File: src/rtl/scs_pkg.sv
// package: offsets, field layout, reset values and carriers for the system csr block
package scs_pkg;
   localparam logic [9:0]  SCS_OFF_IDENT     = 10'h050;
   localparam logic [9:0]  SCS_OFF_BYTE_ORD  = 10'h064;
   localparam logic [9:0]  SCS_OFF_VPHY_SCS  = 10'h1DC;
   localparam logic [9:0]  SCS_OFF_RST_CTRL  = 10'h1F8;
   localparam logic [31:0] SCS_BYTE_PATTERN  = 32'h87654321;
   localparam logic [15:0] SCS_CHIP_ID_DFLT  = 16'h0A5C;
   localparam logic [15:0] SCS_CHIP_REV_DFLT = 16'h0001;
   localparam logic [31:0] SCS_NOT_READY_VAL = 32'h00000000;
   localparam int          SCS_BIT_HBT       = 0;
   localparam int          SCS_BIT_SPD_LO    = 2;
   localparam int          SCS_BIT_SPD_HI    = 4;
   localparam int          SCS_BIT_CLK_STR   = 5;
   localparam int          SCS_BIT_CLK_DIR   = 6;
   localparam int          SCS_BIT_MODE_LO   = 8;
   localparam int          SCS_BIT_MODE_HI   = 9;
   localparam int          SCS_BIT_HIRATE    = 10;
   localparam int          SCS_BIT_LINK_RST  = 1;
   localparam logic [1:0]  SCS_MODE_MII_PHY  = 2'h1;

   typedef struct packed {
      logic        hirate;
      logic [1:0]  port0_mode;
      logic        refclk_dir;
      logic        clk_drive;
      logic        heartbeat_off;
   } scs_straps_s;

   typedef struct packed {
      logic        rd;
      logic        wr;
      logic [9:0]  addr;
      logic [31:0] wdata;
   } scs_req_s;

   typedef struct packed {
      logic        autoneg_en;
      logic        speed_sel_low;
      logic        duplex_sel;
      logic        soft_reset;
      logic        an_done;
      logic        an_speed_100;
      logic        an_full_duplex;
   } scs_link_s;

   typedef struct packed {
      logic        hirate;
      logic [1:0]  port0_mode;
      logic        refclk_dir;
      logic        clk_drive;
      logic        heartbeat_off;
      logic        strap_taken;
      logic [31:0] rdata;
      logic        rvalid;
      logic        heartbeat_en;
   } scs_state_s;
endpackage

File: src/rtl/scs_system_csr.sv
// system csr block: emulated link status/control, identity and byte order registers
`timescale 1ns/10ps
module scs_system_csr #(
   parameter logic [15:0] CHIP_ID  = scs_pkg::SCS_CHIP_ID_DFLT,  // any nonzero value
   parameter logic [15:0] CHIP_REV = scs_pkg::SCS_CHIP_REV_DFLT  // value arbitrary
) (
   input  wire logic                 ref_clk_i,
   input  wire logic                 rstn_i,
   input  wire logic                 ready_i,
   input  wire scs_pkg::scs_straps_s straps_i,
   input  wire scs_pkg::scs_req_s    req_i,
   input  wire logic                 half_i,
   input  wire logic                 half_sel_i,
   input  wire scs_pkg::scs_link_s   link_i,
   output logic [31:0]               rdata_o,
   output logic                      rvalid_o,
   output logic                      heartbeat_en_o,
   output logic                      hirate_o,
   output logic [1:0]                port0_mode_o,
   output logic                      refclk_dir_o,
   output logic                      clk_drive_o
);
   import scs_pkg::*;

   scs_state_s  s_q;
   scs_state_s  s_d;
   scs_straps_s strap_m_q;
   scs_straps_s strap_s_q;

   // a zero code could not be told apart from the not-ready read value
   if (CHIP_ID == 16'h0000)
   begin : g_bad_chip_id
      $error("chip id must be nonzero");
   end

   function automatic logic [2:0] spd_dup(input logic fast, input logic full);
      spd_dup = {full, fast, ~fast};
   endfunction

   function automatic logic [31:0] half_view(input logic [31:0] v, input logic h, input logic sel);
      if (!h)
      begin
         half_view = v;
      end
      else
      begin
         half_view = sel ? {16'h0000, v[31:16]} : {16'h0000, v[15:0]};
      end
   endfunction

   // straps come from pins: two flops before use; kept out of reset so they
   // already hold the strap levels when the first edge after release latches them
   always_ff @(posedge ref_clk_i)
   begin
      strap_m_q <= straps_i;
      strap_s_q <= strap_m_q;
   end

   logic [2:0]  spd_field;
   logic [31:0] scs_word;
   logic        wr_scs;
   logic        exempt_rst;

   always_comb
   begin
      spd_field = link_i.autoneg_en ? spd_dup(link_i.an_speed_100, link_i.an_full_duplex)
                                    : spd_dup(link_i.speed_sel_low, link_i.duplex_sel);
      scs_word = 32'h00000000;
      scs_word[SCS_BIT_HBT] = s_q.heartbeat_off;
      scs_word[SCS_BIT_SPD_HI:SCS_BIT_SPD_LO] = spd_field;
      scs_word[SCS_BIT_CLK_STR] = s_q.clk_drive;
      scs_word[SCS_BIT_CLK_DIR] = s_q.refclk_dir;
      scs_word[SCS_BIT_MODE_HI:SCS_BIT_MODE_LO] = s_q.port0_mode;
      scs_word[SCS_BIT_HIRATE] = s_q.hirate;
      wr_scs = req_i.wr && ready_i && (req_i.addr == SCS_OFF_VPHY_SCS);
      exempt_rst = req_i.wr && (req_i.addr == SCS_OFF_RST_CTRL) && req_i.wdata[SCS_BIT_LINK_RST];

      s_d = s_q;
      s_d.rvalid = req_i.rd;
      s_d.rdata = 32'h00000000;
      if (!s_q.strap_taken)
      begin
         // strap capture a cycle after release, once synchroniser settled
         s_d.strap_taken = 1'b1;
         s_d.hirate = strap_s_q.hirate;
         s_d.port0_mode = strap_s_q.port0_mode;
         s_d.refclk_dir = strap_s_q.refclk_dir;
         s_d.clk_drive = strap_s_q.clk_drive;
         s_d.heartbeat_off = strap_s_q.heartbeat_off;
      end
      else if (exempt_rst)
      begin
         s_d.refclk_dir = strap_s_q.refclk_dir;
         s_d.clk_drive = strap_s_q.clk_drive;
         s_d.heartbeat_off = strap_s_q.heartbeat_off;
         s_d.hirate = strap_s_q.hirate;
      end
      else if (link_i.soft_reset)
      begin
         s_d.hirate = strap_s_q.hirate;
      end
      else if (wr_scs)
      begin
         // only bits 0, 5, 6 and 10 are writable; mode and speed stay read-only
         s_d.heartbeat_off = req_i.wdata[SCS_BIT_HBT];
         s_d.clk_drive = req_i.wdata[SCS_BIT_CLK_STR];
         s_d.refclk_dir = req_i.wdata[SCS_BIT_CLK_DIR];
         s_d.hirate = req_i.wdata[SCS_BIT_HIRATE];
      end

      if (req_i.rd)
      begin
         case (req_i.addr)
            SCS_OFF_BYTE_ORD: s_d.rdata = half_view(SCS_BYTE_PATTERN, half_i, half_sel_i);
            SCS_OFF_IDENT:    s_d.rdata = ready_i ? half_view({CHIP_ID, CHIP_REV}, half_i, half_sel_i)
                                                  : SCS_NOT_READY_VAL;
            SCS_OFF_VPHY_SCS: s_d.rdata = ready_i ? (half_i ? {16'h0000, scs_word[15:0]} : scs_word)
                                                  : SCS_NOT_READY_VAL;
            default:          s_d.rdata = 32'h00000000;
         endcase
      end
      // port 0 mode gates the heartbeat test
      s_d.heartbeat_en = (s_d.port0_mode == SCS_MODE_MII_PHY) && !s_d.heartbeat_off;
   end

   always_ff @(posedge ref_clk_i or negedge rstn_i)
   begin
      if (!rstn_i)
      begin
         s_q <= '0;  // rdata zero during reset, never the pattern
      end
      else
      begin
         s_q <= s_d;
      end
   end

   assign rdata_o        = s_q.rdata;
   assign rvalid_o       = s_q.rvalid;
   assign heartbeat_en_o = s_q.heartbeat_en;
   assign hirate_o       = s_q.hirate;
   assign port0_mode_o   = s_q.port0_mode;
   assign refclk_dir_o   = s_q.refclk_dir;
   assign clk_drive_o    = s_q.clk_drive;
endmodule // scs_system_csr

File: config.mk
export PLATFORM = sky130hd
export DESIGN_NAME = scs_system_csr
export DESIGN_NICKNAME = d
export VERILOG_FILES = /design/src/rtl/scs_pkg.sv /design/src/rtl/scs_system_csr.sv
export SDC_FILE = /design/constraint.sdc
export NUM_CORES = 1
export LEC_CHECK = 0
export BUFFER_PORTS_ARGS = -buffer_cell sky130_fd_sc_hd__buf_2
export CAP_MARGIN = 20
export CORE_MARGIN = 3
export CORE_UTILIZATION = 45
export CTS_CLUSTER_DIAMETER = 200
export DETAILED_ROUTE_END_ITERATION = 10
export PLACE_DENSITY_LB_ADDON = 0.08
export SLEW_MARGIN = 15
export SYNTH_ARGS = -nofsm -noshare
export SYNTH_HDL_FRONTEND = slang
export SYNTH_SLANG_ARGS = --single-unit
File: constraint.sdc
create_clock -name ref_clk_i -period 1.9 [get_ports ref_clk_i]
set_input_delay 0.19 -clock ref_clk_i [delete_from_list [all_inputs] [get_ports ref_clk_i]]
set_output_delay 0.19 -clock ref_clk_i [all_outputs]
set_load 0.05 [all_outputs]
==> reports/results.tsv <==
metric	value	unit
global-route wire length before repair	4810	um
floorplan row count	21	
synthesized instance count	145	
Final TNS setup	0	ns
Final HPWL DP	2270	um
DIE AREA	4330	um2
count of max-cap constraint violations	0	
Internal Pwr Total	1.04	mW
DRT antenna net count	0	
worst slew slack as a fraction of its limit	66.0	%
DP Area	1770	um2
Worst Max-Slew Pin Slew	0.511	ns
CP arrival	1.76	ns
count of H-tree levels built during CTS	2	
I/O pin count	101	
Synth-to-Final Area Change	18.8	%
number of DRC violations after detailed-routing iteration 0	26	
number of port buffers	63	
cell area after synthesis	1610	um2
worst-case clock skew	0.0102	ns
required time worst endpoint	2.17	ns
top_reg_cell synth	sky130_fd_sc_hd__dfrtp_1	
part of the Yosys area used for sequential elements	52.3	%
width of the chip	65.8	um
Post-synth EDFFs	0	
Core Box Area	3390	um2
Final min period	1.49	ns
worst-skew pair later-pin latency	0.33	ns
Post-synth ARST share	66.7	%
Flop pwr share	56.0	%
CTS tree	yes	
wire per inst	11.8	um
kind of capture point of the worst setup path	flop	
Layout Cell Area excl Fill	1910	um2
result of the run	finished clean	
clock tree buffer depth	2	
synthesized flop and latch total	36	
Max Transition Viols Final	0	
Net Sw Frac	27.7	%
pre-CTS WS	0.0593	ns
total leakage power	0.962	nW
hold violation count in the final report	0	
Clock Sinks	36	
setup slack after layout	0.414	ns
number of diodes	0	
detailed-route vias per instance	4.58	
Final Net Count	261	
number of antenna violations at the first check in global routing	0	
Die Height	65.8	um
gpl congestion	0.766	
worst min-delay path category	primary input to flop	
fill count	305	
Yosys warning total	0	
layout cell share with drive strength beyond 1	41.0	%
Fmax	0.673	GHz
worst IR drop on VDD	0.566	mV
Resize count post-CTS	0	
syn_area_per_cell	11.1	um2
part of the cycle the worst path needs	78.2	%
Final Util	56.3	%
master cell of the clock root buffer	sky130_fd_sc_hd__clkbuf_4	
largest net degree at the start of global routing	25	
startpoint types	primary input	
RSZ-0062 raised after global routing	false	
starting density of the core	47.4	%
number of buffers created by CTS	5	
clock edge transition at the registers on the reported setup and hold paths	0.10	ns
number of distinct library cells after synthesis	36	
detailed-routing iteration count for the pre-antenna-repair pass	4	
combinational share of power	15.1	%
vias in the first global route	1091	
power per cell area	754	nW/um2
number of setup violations in the final report	0	
vias after detailed routing	1127	
Clk pwr share	28.9	%
wire length after detailed routing	2900	um
kind of critical path	primary input to flop	
total grt overflow	0	
DRC errors left	0	
overall fraction of global-route tracks in use	14.8	%
Worst Hold Slack	0.0580	ns
critical path peak fanout	8	
net switching power figure	0.398	mW
## worst paths after layout
kind | start | to | slack [ns] | cells past startpoint
setup / recovery | req_i[41] | heartbeat_en_o$_DFF_PN0_ | 0.41 | 5
hold / removal | link_i[3] | hirate_o$_DFFE_PN0P_ | 0.06 | 2
setup reg to reg | s_q[34]$_DFF_PN0_ | heartbeat_en_o$_DFF_PN0_ | 0.72 | 3
hold reg to reg | strap_m_q[2]$_DFF_P_ | strap_s_q[2]$_DFF_P_ | 0.33 | 0
max in group asynchronous | rstn_i | refclk_dir_o$_DFFE_PN0P_ | 1.20 | 2
min in group asynchronous | rstn_i | rdata_o[11]$_DFF_PN0_ | 0.35 | 2
## per-layer routing
metal / vias to the layer above / share of wire, % / GRT usage, %
li1: 572 / - / -
met1: 501 / 42 / 17.4
met2: 50 / 49 / 25.0
met3: 4 / 8.2 / 6.12
met4: 0 / 0.93 / 3.11
met5: - / 0 / 0
## cell type report
type                            instances  area [um2]  share of cell area [%]
Clock buffer                            7        55.1                    2.88
Clock inverter                          1        7.51                   0.393
Inverter                                1        3.75                   0.197
Multi-Input combinational cell         81         527                    27.6
Sequential cell                        36         841                    44.0
Tap cell                               46        57.6                    3.01
Timing Repair Buffer                   74         418                    21.9
## worst max-delay path: stages
cell	delay, ns
sky130_fd_sc_hd__buf_2	0.10
sky130_fd_sc_hd__or4b_4	0.62
sky130_fd_sc_hd__nor4_4	0.42
sky130_fd_sc_hd__mux2i_1	0.28
sky130_fd_sc_hd__o211a_1	0.16
## cells in the mapped netlist (all sizes together) (3+ instances only)
master | count | share of area, %
nor4 | 3 | 2.5
nand2 | 14 | 3.3
nor2b | 3 | 1.2
o21ai | 5 | 1.6
a21oi | 9 | 2.8
dfrtp | 24 | 37
mux2i | 4 | 2.5
nand3b | 3 | 1.4
buf | 35 | 17
dfxtp | 12 | 15
nor2 | 6 | 1.4
mux2 | 4 | 2.8
## power by group through the flow
stage | Clock, mW | Sequential, mW | Combinational, mW
2_1_floorplan | 0 | 0.848 | 0.123
6_report | 0.417 | 0.806 | 0.218
4_1_cts | 0.431 | 0.807 | 0.217
3_5_place_dp | 0 | 0.822 | 0.206
3_3_place_gp | 0 | 0.822 | 0.202
5_1_grt | 0.471 | 0.811 | 0.236
## logic make-up after synthesis
| kind of cell | after synthesis | synth area share [%] |
|---|---|---|
| multiplexers | 8 | 5.29 |
| AO/OA/AOI/OAI | 22 | 9.73 |
| AND/OR/NAND/NOR | 41 | 15.4 |
| other | 2 | 0.467 |
| flip-flops | 36 | 52.3 |
| buffers and inverters | 36 | 16.8 |
## layout by cell type (no fill, tap or decap), types with 2 or more instances in the layout
master and instances:
sky130_fd_sc_hd__buf_4 3, sky130_fd_sc_hd__conb_1 10, sky130_fd_sc_hd__buf_2 63, sky130_fd_sc_hd__mux2i_1 4, sky130_fd_sc_hd__mux2_2 4, sky130_fd_sc_hd__nor2b_1 3
sky130_fd_sc_hd__dfxtp_1 12, sky130_fd_sc_hd__dlygate4sd3_1 8, sky130_fd_sc_hd__nand2b_1 2, sky130_fd_sc_hd__a21oi_1 9, sky130_fd_sc_hd__o21ai_0 4, sky130_fd_sc_hd__dfrtp_1 24
sky130_fd_sc_hd__nand3b_1 3, sky130_fd_sc_hd__nor2_1 6, sky130_fd_sc_hd__nand2_1 14, sky130_fd_sc_hd__nand3_1 2, sky130_fd_sc_hd__clkbuf_4 5
## registers in the layout, summed over array words and instances, names as in the netlist
name,count
hirate_o,1
strap_s_q,6
clk_drive_o,1
rdata_o,15
rvalid_o,1
s_q,2
port0_mode_o,2
strap_m_q,6
refclk_dir_o,1
heartbeat_en_o,1
## metrics by stage
stage,std cells,power (mW)
after floorplan,153,0.971
after global placement,230,1.02
after detailed placement,230,1.03
after CTS,245,1.46
after global routing,246,1.52
final,246,1.44
## what timing repair did
action                    4_1_cts  5_1_grt
hold buffers                    7        1
setup buffers                   0        0
hold endpoints to repair       30        1
No activity file was read; power rests on OpenSTA's default activity.
